File: config.mk
export PLATFORM = sky130hd
export DESIGN_NAME = ccu_ctrl_unit
export DESIGN_NICKNAME = d
export VERILOG_FILES = /design/src/core/ccu_pkg.sv /design/src/core/ccu_cmd_if.sv /design/src/core/ccu_cmd_decode.sv /design/src/core/ccu_ctrl_unit.sv
export SDC_FILE = /design/constraint.sdc
export NUM_CORES = 1
export LEC_CHECK = 0
export ABC_AREA = 1
export BUFFER_PORTS_ARGS = -buffer_cell sky130_fd_sc_hd__clkbuf_2
export CAP_MARGIN = 10
export CORE_MARGIN = 8
export CORE_UTILIZATION = 59
export CTS_CLUSTER_SIZE = 28
export DETAILED_ROUTE_END_ITERATION = 6
export GPL_ROUTABILITY_DRIVEN = 0
export GPL_TIMING_DRIVEN = 0
export PLACE_DENSITY = 0.88
export RECOVER_POWER = 25
export SLEW_MARGIN = 40
export SYNTH_ARGS = -nofsm -noshare
export SYNTH_HDL_FRONTEND = slang
export SYNTH_SLANG_ARGS = --single-unit
File: constraint.sdc
create_clock -name clock -period 3.09 [get_ports clock]
set_input_delay 0.927 -clock clock [delete_from_list [all_inputs] [get_ports clock]]
set_output_delay 0.927 -clock clock [all_outputs]
set_load 0.02 [all_outputs]
File: src/core/ccu_pkg.sv
// constants, types and helpers shared by the control unit core and its decoder
// assumes an 8-bit byte bus with one odd parity line in each direction
package ccu_pkg;

  // ****************************************
  // bus and pin layout
  // ****************************************
  localparam int BYTE_W  = 8;
  localparam int TG_ADR  = 0;            // address out tag
  localparam int TG_CMD  = 1;            // command out tag
  localparam int TG_SRV  = 2;            // service out tag
  localparam int TG_OPL  = 3;            // operational out
  localparam int TG_HLD  = 4;            // hold out
  localparam int TG_SEL  = 5;            // select out
  localparam int TG_SUP  = 6;            // suppress out
  localparam int BUS_LSB = 7;            // bus out byte starts here
  localparam int PAR_BIT = 15;           // bus out parity
  localparam int IN_W    = 16;           // all synchronised inbound pins

  // default device address, one of 256 on the channel
  localparam logic [7:0] DEV_ADDR_DEF = 8'h10;

  // ****************************************
  // status and sense bytes (vector bit 7 is bus position 0)
  // ****************************************
  localparam logic [7:0] ST_UC_M       = 8'h02;  // unit check, position 6
  localparam logic [7:0] ST_DE_M       = 8'h04;  // device end, position 5
  localparam logic [7:0] ST_CE_M       = 8'h08;  // channel end, position 4
  localparam logic [7:0] SN_CMD_REJ_M  = 8'h80;  // command reject, position 0
  localparam logic [7:0] SN_BUS_CHK_M  = 8'h40;  // bus out parity check, position 1
  localparam logic [7:0] BYTE_ZERO     = 8'h00;

  // ****************************************
  // command encodings (low-order bits sit in positions 6 and 7)
  // ****************************************
  localparam logic [1:0] CMD_WRITE = 2'h1;
  localparam logic [1:0] CMD_READ  = 2'h2;
  localparam logic [1:0] CMD_CTRL  = 2'h3;
  localparam logic [3:0] CMD_SENSE = 4'h4;

  typedef enum logic [2:0] {OP_NONE, OP_WRITE, OP_READ, OP_CONTROL, OP_SENSE} ccu_op_e;

  typedef enum logic [3:0] {
    ST_IDLE, ST_SEL_ADR, ST_SEL_CMD, ST_INIT_ST, ST_INIT_DN, ST_WAIT_DEV,
    ST_XFER_UP, ST_XFER_DN, ST_DISC, ST_RESEL, ST_RESEL_DN, ST_END_ST, ST_END_DN
  } ccu_state_e;

  // parity bit that makes the nine lines odd
  function automatic logic odd_par(input logic [7:0] b);
    return ~(^b);
  endfunction

  // byte with its parity bit on top
  function automatic logic [8:0] with_par(input logic [7:0] b);
    return {odd_par(b), b};
  endfunction

endpackage

File: src/core/ccu_cmd_if.sv
// carries the latched command byte to the decoder and its verdict back
// assumes one driver on each side, all on the control unit clock
`timescale 1ns/1ps
`default_nettype none
interface ccu_cmd_if;
  import ccu_pkg::*;
  logic [7:0] cmd_byte;
  ccu_op_e    op;
  logic [5:0] modifier;
  modport ctrl (output cmd_byte, input op, input modifier);
  modport dec  (input cmd_byte, output op, output modifier);
endinterface
`default_nettype wire

File: src/core/ccu_cmd_decode.sv
// command decoder: classifies a channel command for the attached device
// assumes the command byte is held stable by the control unit core
`timescale 1ns/1ps
`default_nettype none
module ccu_cmd_decode
  import ccu_pkg::*;
(
  ccu_cmd_if.dec cmd
);

  // ****************************************
  // decode
  // ****************************************
  // low bits pick the operation, upper bits go to the device as modifiers
  always_comb begin
    cmd.modifier = cmd.cmd_byte[7:2];
    if (cmd.cmd_byte == BYTE_ZERO) begin
      cmd.op = OP_NONE;                   // zero is not a command here
    end else begin
      case (cmd.cmd_byte[1:0])
        CMD_WRITE: cmd.op = OP_WRITE;
        CMD_READ:  cmd.op = OP_READ;
        CMD_CTRL:  cmd.op = OP_CONTROL;
        default: begin
          // sense keeps its low four bits fixed, other patterns are rejected
          if (cmd.cmd_byte[3:0] == CMD_SENSE) begin
            cmd.op = OP_SENSE;
          end else begin
            cmd.op = OP_NONE;
          end
        end
      endcase
    end
  end

endmodule // ccu_cmd_decode
`default_nettype wire

File: src/core/ccu_ctrl_unit.sv
// control unit end of the channel parallel i/o interface, with device-side strobes
// assumes channel pins are asynchronous and the channel keeps its own interlock duties
//
// Overview of operation
// [RQ1] all traffic shares one set of lines
// [RQ2] every tag change waits for its answer
// [RQ3] data, status, sense, control, addresses both ways
// [RQ4] burst runs unbroken until device or channel ends
// [RQ5] multiplex disconnects between bytes, reselects on request
// [RQ6] same formats and interlocks in both modes
// [RQ7] channel bursts only when unit holds connection
// [RQ8] decode command, drive device-specific sequence
// [RQ9] channel outputs reach every unit together
// [RQ10] only connected unit drives inbound lines; req_in and sel_fwd are still driven while opl_in is low
// [RQ11] channel steers transfers to main storage
// [RQ12] nine-line bytes, position 0 high, odd parity
// [RQ13] channel leads tags with stable bus data
// [RQ14] up to 256 device addresses
// [RQ15] stay connected until done or told off
// [RQ16] reset returns idle, tags down, disconnected
`timescale 1ns/1ps
`default_nettype none
module ccu_ctrl_unit
  import ccu_pkg::*;
#(
  parameter logic [7:0] DEV_ADDR = DEV_ADDR_DEF
) (
  input  wire logic       clock,
  input  wire logic       rst_b,
  input  wire logic [7:0] bus_out,
  input  wire logic       bus_out_par,
  input  wire logic       adr_out,
  input  wire logic       cmd_out,
  input  wire logic       srv_out,
  input  wire logic       opl_out,
  input  wire logic       hld_out,
  input  wire logic       sel_out,
  input  wire logic       sup_out,
  output logic      [7:0] bus_in,
  output logic            bus_in_par,
  output logic            adr_in,
  output logic            sta_in,
  output logic            srv_in,
  output logic            opl_in,
  output logic            req_in,
  output logic            sel_fwd,
  output logic            inbound_oe,
  output logic            dev_start,
  output ccu_op_e         dev_op,
  output logic      [5:0] dev_mod,
  output logic      [7:0] wr_data,
  output logic            wr_valid,
  input  wire logic       wr_ready,
  input  wire logic [7:0] rd_data,
  input  wire logic       rd_valid,
  output logic            rd_take,
  input  wire logic       dev_done,
  input  wire logic [7:0] dev_status,
  input  wire logic       dev_burst
);

  // ****************************************
  // pin synchronisers
  // ****************************************
  logic [IN_W-1:0] pins_meta;
  logic [IN_W-1:0] pins_sync;
  logic [IN_W-1:0] pins_prev;
  logic            adr_t, cmd_t, srv_t, opl_t, sel_t, sup_t;
  logic [7:0]      bus_s;
  logic            par_ok, addr_hit, cmd_rise, srv_rise, sel_rise;

  // two stages on every channel line; tags and data share the same delay
  always_ff @(posedge clock or negedge rst_b) begin
    if (!rst_b) begin
      pins_meta <= '0;
      pins_sync <= '0;
      pins_prev <= '0;
    end else begin
      pins_meta <= {bus_out_par, bus_out, sup_out, sel_out, hld_out, opl_out, srv_out, cmd_out, adr_out};
      pins_sync <= pins_meta;
      pins_prev <= pins_sync;
    end
  end

  assign adr_t    = pins_sync[TG_ADR];
  assign cmd_t    = pins_sync[TG_CMD];
  assign srv_t    = pins_sync[TG_SRV];
  assign opl_t    = pins_sync[TG_OPL];
  assign sel_t    = pins_sync[TG_SEL] & pins_sync[TG_HLD];
  assign sup_t    = pins_sync[TG_SUP];
  assign bus_s    = pins_sync[BUS_LSB +: BYTE_W];
  assign par_ok   = pins_sync[PAR_BIT] == odd_par(bus_s);                          // RQ12
  assign cmd_rise = cmd_t & ~pins_prev[TG_CMD];
  assign srv_rise = srv_t & ~pins_prev[TG_SRV];
  assign sel_rise = sel_t & ~(pins_prev[TG_SEL] & pins_prev[TG_HLD]);
  // every unit sees the same address byte; only a full match claims it
  assign addr_hit = adr_t & par_ok & (bus_s == DEV_ADDR);                          // RQ9 RQ14

  // ****************************************
  // command decode
  // ****************************************
  ccu_cmd_if  cmd_if ();
  logic [7:0] cmd_reg;
  logic       cmd_par_bad, reject, stop, uc_flag, rej_flag, chk_flag;
  logic       want_bus, tags_low;
  ccu_state_e state;

  assign cmd_if.cmd_byte = cmd_reg;
  assign reject   = cmd_par_bad | (cmd_if.op == OP_NONE);
  assign tags_low = ~srv_t & ~cmd_t;
  // device ready for the next byte, or ending, counts as a reason to reconnect
  assign want_bus = dev_done | (dev_op == OP_SENSE) | ((dev_op == OP_READ) & rd_valid) |
                    ((dev_op == OP_WRITE) & wr_ready);

  ccu_cmd_decode u_decode (
    .cmd (cmd_if.dec)
  );

  // ****************************************
  // sequence controller
  // ****************************************
  // channel dropping operational out ends any connection at once
  always_ff @(posedge clock or negedge rst_b) begin
    if (!rst_b) begin
      state <= ST_IDLE;                                                            // RQ16
    end else if (!opl_t) begin
      state <= ST_IDLE;                                                            // RQ15 RQ16
    end else begin
      case (state)
        ST_IDLE:     if (sel_rise && addr_hit) state <= ST_SEL_ADR;
        ST_SEL_ADR:  if (cmd_rise) state <= ST_SEL_CMD;                            // RQ2
        ST_SEL_CMD:  if (!cmd_t) state <= ST_INIT_ST;
        ST_INIT_ST:  if (srv_rise || cmd_rise) state <= ST_INIT_DN;                // RQ2
        ST_INIT_DN: begin
          if (tags_low) begin
            if (reject) state <= ST_IDLE;
            else if (dev_op == OP_CONTROL) state <= ST_END_ST;
            else state <= ST_WAIT_DEV;
          end
        end
        ST_WAIT_DEV: begin
          if (dev_done) state <= ST_END_ST;
          else if (want_bus) state <= ST_XFER_UP;
        end
        ST_XFER_UP:  if (srv_rise || cmd_rise) state <= ST_XFER_DN;                // RQ2
        ST_XFER_DN: begin
          if (tags_low) begin
            // same byte exchange either way; only the reconnect differs
            if (stop || dev_op == OP_SENSE) state <= ST_END_ST;                    // RQ4
            else if (dev_burst) state <= ST_WAIT_DEV;                              // RQ4 RQ6 RQ7
            else state <= ST_DISC;                                                 // RQ5 RQ6
          end
        end
        ST_DISC:     if (sel_rise && req_in && !adr_t) state <= ST_RESEL;          // RQ5
        ST_RESEL:    if (cmd_rise) state <= ST_RESEL_DN;                           // RQ2
        ST_RESEL_DN: if (!cmd_t) state <= ST_WAIT_DEV;
        ST_END_ST:   if (srv_rise || cmd_rise) state <= ST_END_DN;
        ST_END_DN:   if (tags_low) state <= ST_IDLE;
        default:     state <= ST_IDLE;
      endcase
    end
  end

  // inbound tags other than request in decode straight from the state flops
  assign opl_in     = (state != ST_IDLE) && (state != ST_DISC);                    // RQ10
  assign adr_in     = (state == ST_SEL_ADR) || (state == ST_RESEL);
  assign sta_in     = (state == ST_INIT_ST) || (state == ST_END_ST);
  assign srv_in     = state == ST_XFER_UP;
  assign inbound_oe = opl_in;                                                      // RQ10
  // suppress out holds back new requests without losing them
  assign req_in     = (state == ST_DISC) & want_bus & ~sup_t;

  // ****************************************
  // bus in byte
  // ****************************************
  // loaded on the edge that raises the tag, held until that tag drops
  always_ff @(posedge clock or negedge rst_b) begin
    if (!rst_b) begin
      {bus_in_par, bus_in} <= with_par(BYTE_ZERO);
    end else begin
      case (state)
        ST_IDLE, ST_DISC: {bus_in_par, bus_in} <= with_par(DEV_ADDR);              // RQ1
        ST_SEL_CMD: {bus_in_par, bus_in} <= with_par(reject ? (ST_UC_M | ST_CE_M | ST_DE_M) : BYTE_ZERO);
        ST_INIT_DN, ST_XFER_DN: {bus_in_par, bus_in} <= with_par(dev_status | ST_CE_M | ST_DE_M |
                                                                  (uc_flag ? ST_UC_M : BYTE_ZERO));
        ST_WAIT_DEV: begin
          if (dev_done) begin
            {bus_in_par, bus_in} <= with_par(dev_status | ST_CE_M | ST_DE_M | (uc_flag ? ST_UC_M : BYTE_ZERO));
          end else if (dev_op == OP_SENSE) begin
            {bus_in_par, bus_in} <= with_par((rej_flag ? SN_CMD_REJ_M : BYTE_ZERO) |
                                             (chk_flag ? SN_BUS_CHK_M : BYTE_ZERO)); // RQ3
          end else if (dev_op == OP_READ && rd_valid) begin
            {bus_in_par, bus_in} <= with_par(rd_data);                             // RQ12
          end
        end
        default: ;
      endcase
    end
  end

  // ****************************************
  // command capture and device strobes
  // ****************************************
  // bus out is sampled on the synchronised tag rise; the channel lead covers skew
  always_ff @(posedge clock or negedge rst_b) begin
    if (!rst_b) begin
      cmd_reg     <= BYTE_ZERO;
      cmd_par_bad <= 1'b0;
      dev_op      <= OP_NONE;
      dev_mod     <= '0;
      dev_start   <= 1'b0;
      wr_data     <= BYTE_ZERO;
      wr_valid    <= 1'b0;
      rd_take     <= 1'b0;
    end else begin
      dev_start <= (state == ST_INIT_DN) && tags_low && !reject && opl_t;          // RQ8
      wr_valid  <= (state == ST_XFER_UP) && srv_rise && (dev_op == OP_WRITE);
      rd_take   <= (state == ST_WAIT_DEV) && !dev_done && (dev_op == OP_READ) && rd_valid;
      if (state == ST_SEL_ADR && cmd_rise) begin
        cmd_reg     <= bus_s;                                                      // RQ13
        cmd_par_bad <= !par_ok;
      end
      if (state == ST_SEL_CMD && !cmd_t) begin
        dev_op  <= reject ? OP_NONE : cmd_if.op;                                   // RQ8
        dev_mod <= cmd_if.modifier;
      end
      if (state == ST_XFER_UP && srv_rise && dev_op == OP_WRITE) begin
        wr_data <= bus_s;                                                          // RQ3 RQ13
      end
    end
  end

  // ****************************************
  // check flags and forwarding
  // ****************************************
  // sense flags clear after a sense completes; a new error in that cycle still sets
  always_ff @(posedge clock or negedge rst_b) begin
    if (!rst_b) begin
      stop     <= 1'b0;
      uc_flag  <= 1'b0;
      rej_flag <= 1'b0;
      chk_flag <= 1'b0;
      sel_fwd  <= 1'b0;
    end else begin
      if (state == ST_IDLE) stop <= 1'b0;
      else if (state == ST_XFER_UP && cmd_rise) stop <= 1'b1;                      // RQ4
      if (state == ST_SEL_CMD && !cmd_t && reject) uc_flag <= 1'b1;
      else if (state == ST_XFER_UP && srv_rise && dev_op == OP_WRITE && !par_ok) uc_flag <= 1'b1;
      else if (state == ST_IDLE) uc_flag <= 1'b0;
      if (state == ST_SEL_CMD && !cmd_t && reject) rej_flag <= 1'b1;
      else if (state == ST_END_DN && tags_low && dev_op == OP_SENSE) rej_flag <= 1'b0;
      if ((state == ST_SEL_CMD && !cmd_t && cmd_par_bad) ||
          (state == ST_XFER_UP && srv_rise && dev_op == OP_WRITE && !par_ok)) chk_flag <= 1'b1;
      else if (state == ST_END_DN && tags_low && dev_op == OP_SENSE) chk_flag <= 1'b0;
      // pass select down the chain unless this unit claims it
      sel_fwd <= sel_t & ~(opl_in | ((state == ST_IDLE) & addr_hit & opl_t) | req_in); // RQ10
    end
  end
endmodule // ccu_ctrl_unit
`default_nettype wire

* After elaboration in Yosys (flattened, before gate mapping)
Cells that the tools add are included.
Word-level totals: bits in registers 85, bits of input ports 38, output and inout bits 36, word-level logic and storage cells 184
Cells by class: equal/unequal tests 37, multiplexer cells 44, bitwise logic cells 35, reductions and logical operators 49
Operator list (number):
- $mux 4 | 20
- $pmux 4 s13 | 1
- $reduce_xor 8->1 | 5
- $ne 3x3->1 const B | 11
- $mux 8 | 4
- $pmux 8 s4 | 1
- $logic_and 1x1->1 | 21
- $eq 4x3->1 const B | 5
- $eq 4x4->1 const B | 5
- $and 1x1->1 | 15
- $reduce_and 13->1 | 1
- $not 1->1 | 12
- $mux 1 | 11
- $mux 3 | 3
- $pmux 3 s3 | 1
- $eq 4x2->1 const B | 2
- $eq 8x5->1 const B | 1
- $logic_not 8->1 | 1
- $ne 4x4->1 const B | 2
- $or 8x2->8 | 1
- $or 8x7->8 | 1
- $reduce_bool 4->1 | 2
- $mux 7 | 1
- $eq 3x2->1 const B | 2
- 19 further kinds | 36

* Depth between registers and ports, before layout
Gate-level depths: netlist of the first run.
word-level depth 11, depth in mapped cells 13, gate-level depth less buffers 12

* Modules after synthesis
Synthesis of the first run repeated with hierarchy kept, for this count alone.
Unflattened totals: cells, all modules 434, area total of the unflattened synthesis 3773.6 µm²
By module, submodules not included:
- ccu_ctrl_unit | times used 1, cells each 420, area an instance 3698.5 µm², sequential area each 2078.2 µm²
- ccu_cmd_decode | times used 1, cells each 14, area an instance 75.1 µm², sequential area each 0.0 µm²

* Worst setup path before layout of the first run
No wires, ideal clock.
kind input-to-output, start input port rd_valid, end output port req_in, data arrival time 1.562 ns, required time 2.163 ns, path slack 0.601 ns, cell stages on the path 4, buffers on the path 0, path through nand4_1 -> nand3_1 -> nand2_1 -> nor2_1
Between the ends: cells in the longest elaborated chain, start to end 5
Ends and longest elaborated chain:
- start: declaration | RTL line ccu_ctrl_unit.sv:55 | input wire logic rd_valid,
- $and 1x1->1 | RTL line ccu_ctrl_unit.sv:112 | assign want_bus = dev_done | (dev_op == OP_SENSE) | ((dev_op == OP_READ) & rd_valid) |
- $or 1x1->1 (2 in series) | RTL line ccu_ctrl_unit.sv:112
- $and 1x1->1 (2 in series) | RTL line ccu_ctrl_unit.sv:171 | assign req_in = (state == ST_DISC) & want_bus & ~sup_t;
- end: declaration | RTL line ccu_ctrl_unit.sv:45 | output logic req_in,
No other way between the ends.

* Worst setup path in the final report of the first run
Ends and elaborated chain as after synthesis.

==> results.py, run 1 <==
metrics = {
    "cts": {
        "cts_tree": "built",
        "cts_made_buffers": 9,
        "clk_pin_slew_worst_paths_ps": 80,
        "cts-resized-gates": 0,
        "worstSkewPairLatency_ps": 350,
        "ctsRootBufferMaster": "clkbuf_8",
        "postCtsSetupRepairBufs": 0,
        "cts_buffer_depth": 2,
        "cts_max_level": 3,
        "cts_hold_buffers": 0,
        "numClockSinks": 83,
    },
    "floorplan": {
        "core_sq_um": 6200,
        "die_width_um": 95.2,
        "pin_count": 74,
        "chipHeight_um": 95.2,
        "start_util_pct": 59.6,
        "rows": 29,
        "dieArea_sq_um": 9060,
    },
    "synthesis": {
        "syn_area_sq_um": 3700,
        "synth.area.mux_share_pct": 0,
        "syn_nets": 461,
        "ys_ff_latch": 83,
        "yosysSeqAreaShare_pct": 56.2,
        "synth_compound_area_share_pct": 7.00,
        "synth_simple_gate_area_share_pct": 25.6,
        "yosysWarnings": 0,
        "avgSynthCellArea_sq_um": 8.83,
        "syn_inst": 419,
        "synth-xor-area-share_pct": 3.08,
        "ys_types": 37,
        "synth_top_family_by_area": "simple AND/OR/NAND/NOR gates",
        "synthAdderAreaFrac_pct": 1.35,
    },
    "outcome": {
        "failed_checks": "DRC",
        "status": "finished with violations",
    },
    "placement": {
        "port_buffers": 71,
        "dp_cells": 568,
        "dp_hpwl_um": 6230,
    },
    "final_layout": {
        "final_cell_mix": "nand2_1 (122), dfrtp_1 (82), clkbuf_2 (70), inv_1 (49), nand3_1 (29)",
        "final_nets": 544,
        "n_fill_cell": 463,
        "diodes": 0,
        "final_cell_count_no_fill": 583,
        "drive_gt1_share_pct": 23.7,
        "multiInputGateArea_sq_um": 1370,
        "layout_commonest_cell": "nand2_1",
        "ff_latch_area_sq_um": 2080,
        "syn_to_final_growth_pct": 18.3,
    },
    "power_and_ir_drop": {
        "internal-power_mw": 1.55,
        "power_frac_seq_pct": 55.2,
        "power_density_nw_per_um2": 463,
        "power_leakage_nw": 2.40,
        "vdd_drop_max_uv": 516,
        "power_frac_clock_pct": 38.4,
        "p_sw_share_pct": 23.3,
        "power_mw": 2.03,
        "p_comb_share_pct": 6.4,
        "switching_power_uw": 473,
    },
    "worst_setup_path": {
        "path_common_cell": "clkbuf_2",
        "cp.required_ps": 2160,
        "critPathCaptureType": "primary output",
        "start_kind": "input pin",
        "cp_max_fo": 4,
        "max_stage_delay_ps": 210,
        "slowest_stage": "nand3_1",
        "worst_ep_arrival_time_ps": 1830,
        "ff2ff_path_depth": 11,
        "crit_chain": "clkbuf_2 -> nand4_1 -> nand3_1 -> nand2_1 -> nor2_1 -> clkbuf_2",
        "crit_type": "input pin to primary output",
    },
    "timing": {
        "min_period_over_period_pct": 89.1,
        "max_slew.worst_pin.slew_ps": 1130,
        "hold_viol": 0,
        "period_minus_slack_ps": 2750,
        "clock_skew_ps": 9.66,
        "slew_viol_final": 0,
        "grt_setup_unrepaired": "no",
        "fmax_ghz": 0.363,
        "setup_viol": 0,
        "setup_tns_ps": 0,
        "slew_headroom_pct": 24.8,
    },
    "worst_hold_path": {
        "hold_depth": 0,
        "hp-class": "register to register",
    },
    "global_routing": {
        "grt_max_degree": 66,
        "grt.total_usage_pct": 19.3,
        "grt_pass1_wl_um": 13600,
        "overflow": 0,
        "grt_pass1_vias": 3047,
        "grt_antenna_before_repair": 0,
    },
    "drt": {
        "drt_wl_total_um": 8110,
        "drtPass1Iterations": 7,
        "vias": 3041,
        "antenna_left": 0,
        "drc": 1,
        "vias_per_cell": 5.22,
        "post_drt_wl_per_cell_um": 13.9,
        "drtIter0Drc": 225,
    },
    "job": {
        "cap_viol_max_count": 0,
    },
}
[worst max-delay path, delay by kind of cell]
family | cells | cell delay (ps)
simple gates | 4 | 610
buf+inv | 2 | 290
[cell usage after synthesis (all sizes together)]
library cell / number / area share [%]
a21boi: 1 / 0.30
or2: 2 / 0.34
o31ai: 1 / 0.20
dfrtp: 82 / 55
clkbuf: 2 / 0.20
o211ai: 1 / 0.20
xnor2: 6 / 1.4
nor3b: 1 / 0.20
a21oi: 6 / 0.91
nand2: 126 / 13
nand3: 30 / 4.2
nand3b: 1 / 0.20
dfstp: 1 / 0.71
nor3: 5 / 0.98
buf: 5 / 0.88
a31oi: 1 / 0.17
nand4: 11 / 1.9
inv: 56 / 5.7
xor2: 7 / 1.7
a22oi: 1 / 0.20
ha: 4 / 1.4
nor2: 35 / 4.6
a32o: 1 / 0.27
and2: 1 / 0.17
o21ai: 32 / 4.7
[registers in the layout (all words and copies together) (netlist names), 3 cells and up]
| register | count |
|---|---|
| pins_sync | 16 |
| pins_prev | 4 |
| pins_meta | 16 |
| wr_data | 8 |
| dev_mod | 6 |
| dev_op | 3 |
| state | 4 |
| cmd_if.cmd_byte | 8 |
| bus_in | 8 |
[through the flow]
step	hold WS, ps	util (%)	setup WS [ps]	area [sq um]
2_1_floorplan	331	-	601	3700
3_3_place_gp	331	66.9	354	4150
3_5_place_dp	335	67.5	370	4190
4_1_cts	352	70.7	363	4390
5_1_grt	359	70.5	284	4380
6_report	351	70.5	337	4380
[power by group through the flow]
stage          Clock (mW)  Sequential (mW)  Combinational, mW
3_3_place_gp            0             1.14              0.120
2_1_floorplan           0             1.14             0.0623
6_report            0.779             1.12              0.130
5_1_grt             0.846             1.12              0.149
4_1_cts             0.794             1.12              0.132
3_5_place_dp            0             1.14              0.131
[logic make-up (layout without fill, tap and decap cells)]
family	after synthesis	count (layout)
AOI/OAI and AO/OA	44	44
xor gates and xnor gates	13	13
adders and majority gates	4	4
buffers and inverters	63	150
DFF	83	83
and+or+nand+nor	212	212
[path summary, 6_finish.rpt]
kind	start	to	slack, ps
setup / recovery	rd_valid	req_in	340
hold / removal	pins_meta[1]	pins_sync[1]	350
setup reg to reg	pins_sync[12]	state[3]	1130
hold reg to reg	pins_meta[1]	pins_sync[1]	350
max in group asynchronous	rst_b	pins_prev[5]	1460
min in group asynchronous	rst_b	bus_in[6]	770
[layer usage]
metal / vias to the layer above / share of wire (%) / track usage [%]
met5: - / 0 / 0
li1: 1486 / - / -
met2: 134 / 45 / 30.1
met1: 1408 / 43 / 24.8
met4: 0 / 1.5 / 6.50
met3: 13 / 10 / 6.06
[layout make-up]
type / instances / area share [%]
Timing Repair Buffer: 72 / 8.72
Clock buffer: 10 / 3.15
Buffer: 7 / 0.915
Tap cell: 77 / 2.20
Sequential cell: 83 / 47.5
Multi-Input combinational cell: 273 / 31.3
Clock inverter: 5 / 1.37
Inverter: 56 / 4.80
No activity file was read; power rests on OpenSTA's default activity.
==> run 2, diff against run 1 <==
SYNTH_HIERARCHICAL = 1   (was default)
==> results.py, run 2 <==
metrics = {
    "outcome": {
        "status": "completed",
    },
    "worst_setup_path": {
        "max_stage_delay_ps": 520,
        "critPathCaptureType": "primary output",
        "worst_ep_arrival_time_ps": 1850,
        "crit_type": "register to primary output",
        "cp.required_ps": 2160,
        "crit_chain": "buf_2 -> nor3_1 -> inv_1 -> buf_4 -> clkbuf_2",
        "start_kind": "register",
        "cp_max_fo": 8,
        "slowest_stage": "nor3_1",
        "cpLargestDelayFamily": "buffers and inverters",
        "path_buf_inv": 4,
    },
    "synthesis": {
        "synthFlopType": "dfrtp_1",
        "ys_types": 36,
        "yosysSeqAreaShare_pct": 55.1,
        "ys_async_sr_fraction_pct": 100,
        "syn_nets": 476,
        "syn_area_sq_um": 3770,
        "synth_top_area_share_pct": 54.4,
        "synth-xor-area-share_pct": 3.25,
        "synth.most_common_cell": "nand2_1",
        "yosysWarnings": 6,
        "avgSynthCellArea_sq_um": 8.69,
        "synth_edf_count": 0,
        "netlist_top_cells_area": "dfrtp_1 (54%), nand2_1 (13%), inv_1 (5.7%)",
        "ys_ff_latch": 83,
        "synth_top_family_by_area": "simple AND/OR/NAND/NOR gates",
        "yosys-top-cells-count": "nand2_1 (126), dfrtp_1 (82), inv_1 (57)",
        "synthAdderAreaFrac_pct": 1.33,
        "synth_top_area_cell": "dfrtp_1",
        "synth_simple_gate_area_share_pct": 24.2,
        "synth_compound_area_share_pct": 7.26,
        "syn_inst": 434,
        "synth.area.mux_share_pct": 0,
    },
    "timing": {
        "slew_viol_final": 0,
        "period_minus_slack_ps": 2770,
        "hold_viol": 0,
        "clock_skew_ps": 12.2,
        "hold_ws_ps": 352,
        "max_slew.worst_pin.slew_ps": 1480,
        "setup_tns_ps": 0,
        "slew_headroom_pct": 1.50,
        "grt_setup_unrepaired": "no",
        "setup_viol": 0,
        "min_period_over_period_pct": 89.7,
        "fmax_ghz": 0.361,
    },
    "drt": {
        "drt_wl_total_um": 8190,
        "drtPass1Iterations": 5,
        "drtIter0Drc": 216,
        "drc": 0,
        "vias": 3118,
        "post_drt_wl_per_cell_um": 13.7,
        "vias_per_cell": 5.21,
        "antenna_left": 0,
    },
    "power_and_ir_drop": {
        "power_density_nw_per_um2": 795,
        "power_leakage_nw": 2.48,
        "vdd_drop_max_uv": 759,
    },
    "cts": {
        "cts_tree": "built",
        "numClockSinks": 83,
        "ctsRootBufferMaster": "clkbuf_8",
        "clk_pin_slew_worst_paths_ps": 90,
        "cts_hold_buffers": 0,
        "postCtsSetupRepairBufs": 0,
        "cts_buffer_depth": 2,
        "cts-resized-gates": 0,
        "cts_max_level": 3,
        "cts_made_buffers": 9,
        "worstSkewPairLatency_ps": 360,
    },
    "global_routing": {
        "overflow": 0,
        "grt_max_degree": 61,
        "grt_antenna_before_repair": 0,
        "grt.total_usage_pct": 19.3,
        "grt_pass1_wl_um": 13700,
        "grt_pass1_vias": 3117,
    },
    "final_layout": {
        "ff_latch_area_sq_um": 2080,
        "drive_gt1_share_pct": 22.6,
        "n_fill_cell": 480,
        "final_cell_mix": "nand2_1 (126), dfrtp_1 (82), clkbuf_2 (70), inv_1 (57), nand3_1 (30)",
        "syn_to_final_growth_pct": 18.7,
        "stdcell_area_sq_um": 4480,
        "multiInputGateArea_sq_um": 1360,
        "largestRegisters": "pins_meta: 16 flops, pins_sync: 16 flops",
        "final_nets": 559,
        "diodes": 0,
        "layout_commonest_cell": "nand2_1",
    },
    "job": {
        "cap_viol_max_count": 0,
    },
    "floorplan": {
        "pin_count": 74,
        "start_util_pct": 60.1,
        "die_width_um": 96.0,
        "chipHeight_um": 96.0,
        "core_sq_um": 6280,
        "rows": 29,
        "dieArea_sq_um": 9210,
    },
    "worst_hold_path": {
        "hp-class": "register to register",
    },
    "placement": {
        "port_buffers": 71,
        "dpl_cell_area_sq_um": 4260,
        "dp_hpwl_um": 6280,
    },
}
[run 2: cell count changes after synthesis, sizes merged, moves of 2 or more]
cell    previous run  this run
or2                2         0
nor2              35        28
buf                5        14
inv               56        60
nor3               5         9
nand4             11         3
nand2            126       130
nand2b             0         2
a21oi              6        11
[run 2: path summary, 6_finish.rpt]
path                              startpoint            to  slack (ps)  cells after the start
worst max-delay path                state[0]        opl_in         320                      5
worst max register to register      state[0]      state[1]        1260                     11
min in group asynchronous              rst_b    dev_mod[0]         910                      1
max in group asynchronous              rst_b      state[1]        1260                      2
worst min-delay path            pins_meta[1]  pins_sync[1]         350                      0
worst min register to register  pins_meta[1]  pins_sync[1]         350                      0
[run 2: where the power goes]
| group | switching (mW) | internal (mW) | total [mW] | leakage [nW] |
|---|---|---|---|---|
| Sequential | 0.132 | 1.29 | 1.42 | 1.04 |
| Combinational | 0.825 | 0.431 | 1.26 | 1.33 |
| Clock | 0.414 | 0.471 | 0.885 | 0.118 |
[run 2: routing by layer]
metal | vias up | share of wire, % | GRT usage [%]
met5 | - | 0 | 0
li1 | 1521 | - | -
met4 | 0 | 2.6 | 10.4
met1 | 1436 | 40 | 22.6
met2 | 137 | 49 | 32.3
met3 | 24 | 8.2 | 4.37
[run 2: through the flow]
stage / power (mW) / instances / setup WS, ps / utilization, %
4_1_cts: 3.58 / 599 / 290 / 71.5
3_5_place_dp: 2.69 / 583 / 359 / 67.9
3_3_place_gp: 2.63 / 582 / 341 / 67.3
6_report: 3.56 / 599 / 318 / 71.4
5_1_grt: 3.78 / 599 / 178 / 71.4
2_1_floorplan: 2.30 / 434 / 580 / -
[run 2: area by class of cell]
class / count / share of cell area [%]
Clock buffer: 9 / 2.76
Tap cell: 77 / 2.15
Inverter: 60 / 5.03
Clock inverter: 7 / 2.35
Timing Repair Buffer: 72 / 8.52
Buffer: 17 / 2.46
Multi-Input combinational cell: 274 / 30.4
Sequential cell: 83 / 46.4
[run 2: logic make-up (layout without fill, tap and decap cells)]
kind of cell               Yosys count  in the layout
and+or+nand+nor                    206            206
DFF                                 83             83
buffers and inverters               77            165
AOI/OAI and AO/OA                   50             50
xor gates and xnor gates            14             14
adders and majority gates            4              4
[run 2: worst reg2reg max path, delay by kind of cell, from the launching register on]
kind	cells	cell delay, ps
AND/OR/NAND/NOR	10	1180
buffers and inverters	1	160
flip-flops	1	370
==> run 3, diff against run 2 <==
RECOVER_POWER = 50   (was 25)
==> results.py, run 3 (same netlist as run 2, synthesis figures left out) <==
metrics = {
    "drt": {
        "drtIter0Drc": 216,
        "drc": 0,
        "met1_length_um": 3270,
        "drt_wl_total_um": 8190,
        "vias": 3116,
        "dr.max_layer_used": "met4",
        "vias_per_cell": 5.20,
        "drtPass1Iterations": 5,
        "dr_wl_met3_um": 669,
        "wl_met2_um": 4030,
        "antenna_left": 0,
        "post_drt_wl_per_cell_um": 13.7,
    },
    "worst_setup_path": {
        "cp.required_ps": 2160,
        "worst_ep_arrival_time_ps": 1850,
        "crit_type": "register to primary output",
        "start_kind": "register",
        "cp_max_fo": 8,
        "critPathCaptureType": "primary output",
    },
    "floorplan": {
        "die_width_um": 96.0,
        "rows": 29,
        "core_sq_um": 6280,
        "start_util_pct": 60.1,
        "chipHeight_um": 96.0,
        "pin_count": 74,
        "dieArea_sq_um": 9210,
    },
    "final_layout": {
        "layout_commonest_cell": "nand2_1",
        "n_fill_cell": 482,
        "ff_latch_area_sq_um": 2080,
        "syn_to_final_growth_pct": 18.2,
        "final_nets": 559,
        "multiInputGateArea_sq_um": 1360,
        "diodes": 0,
        "final_cell_count_no_fill": 599,
        "final_cell_mix": "nand2_1 (126), dfrtp_1 (82), clkbuf_2 (70), inv_1 (57), nand3_1 (30)",
        "largestRegisters": "pins_meta: 16 flops, pins_sync: 16 flops",
        "drive_gt1_share_pct": 22.6,
    },
    "cts": {
        "clk_pin_slew_worst_paths_ps": 90,
        "worstSkewPairLatency_ps": 360,
        "cts-resized-gates": 0,
        "cts_hold_buffers": 0,
        "postCtsSetupRepairBufs": 0,
        "cts_tree": "built",
        "ctsRootBufferMaster": "clkbuf_8",
        "cts_max_level": 3,
        "cts_buffer_depth": 2,
        "cts_made_buffers": 9,
        "numClockSinks": 83,
    },
    "timing": {
        "slew_headroom_pct": 10.3,
        "max_slew.worst_pin.slew_ps": 1350,
        "hold_ws_ps": 352,
        "hold_viol": 0,
        "min_period_over_period_pct": 89.7,
        "setup_tns_ps": 0,
        "fmax_ghz": 0.361,
        "grt_setup_unrepaired": "no",
        "setup_viol": 0,
        "period_minus_slack_ps": 2770,
        "slew_viol_final": 0,
        "clock_skew_ps": 12.2,
    },
    "outcome": {
        "status": "completed",
    },
    "power_and_ir_drop": {
        "power_leakage_nw": 2.47,
        "power_frac_clock_pct": 24.9,
        "power_frac_seq_pct": 40.0,
        "switching_power_mw": 1.37,
        "vdd_drop_max_uv": 759,
        "internal-power_mw": 2.19,
        "p_sw_share_pct": 38.5,
        "power_density_nw_per_um2": 798,
        "p_comb_share_pct": 35.2,
    },
    "placement": {
        "dp_hpwl_um": 6280,
        "port_buffers": 71,
        "dp_cells": 583,
    },
    "global_routing": {
        "overflow": 0,
        "grt_max_degree": 61,
        "grt.total_usage_pct": 19.3,
        "grt_pass1_vias": 3117,
        "grt_antenna_before_repair": 0,
        "grt_pass1_wl_um": 13700,
    },
    "worst_hold_path": {
        "hp-class": "register to register",
    },
    "job": {
        "cap_viol_max_count": 0,
    },
}
## run 3: changes by cell type in the layout (fill, tap and decap cells not counted)
cell / change
buf_16: -1
clkbuf_4: +1
## run 3: per-stage QoR
step | power, mW | cell area, sq um | util [%] | setup WS, ps
finish | 3.56 | 4460 | 71.1 | 318
floorplan | 2.30 | 3770 | - | 580
CTS | 3.58 | 4490 | 71.5 | 290
global placement | 2.63 | 4230 | 67.3 | 341
global route | 3.78 | 4460 | 71.1 | 178
detailed placement | 2.69 | 4260 | 67.9 | 359
## run 3: area by class of cell
cell class                 count  share of cell area, %
clock inverter                 7                   2.36
clock buffer                   9                   2.78
buffer                        17                   2.47
tap                           77                   2.16
inverter                      60                   5.05
timing repair buffer          72                   8.11
multi-input combinational    274                   30.5
sequential                    83                   46.6
## run 3: routing by layer
metal | vias to the layer above | track usage [%]
met1 | 1434 | 22.6
met3 | 24 | 4.37
met4 | 0 | 10.4
met2 | 137 | 32.3
li1 | 1521 | -
met5 | - | 0
## run 3: path summary, 6_finish.rpt
path	start	to	slack, ps	cells past startpoint
min in group asynchronous	rst_b	dev_mod[0]	850	1
setup / recovery	state[0]	opl_in	320	5
hold reg to reg	pins_meta[1]	pins_sync[1]	350	0
max in group asynchronous	rst_b	state[1]	710	2
setup reg to reg	state[0]	state[1]	1260	11
hold / removal	pins_meta[1]	pins_sync[1]	350	0
## run 3: critical path, cell delays in order, from the launching register on
cell      delay [ps]
dfrtp_1          370
buf_2            160
nor3_1           520
inv_1            130
buf_4            160
clkbuf_2         150
## run 3: power groups by stage
stage | sequential, mW | clock, mW | combinational [mW]
after floorplan | 1.53 | 0 | 0.772
after global placement | 1.42 | 0 | 1.20
after detailed placement | 1.44 | 0 | 1.25
after CTS | 1.42 | 0.903 | 1.26
after global routing | 1.44 | 0.947 | 1.39
final | 1.42 | 0.885 | 1.25
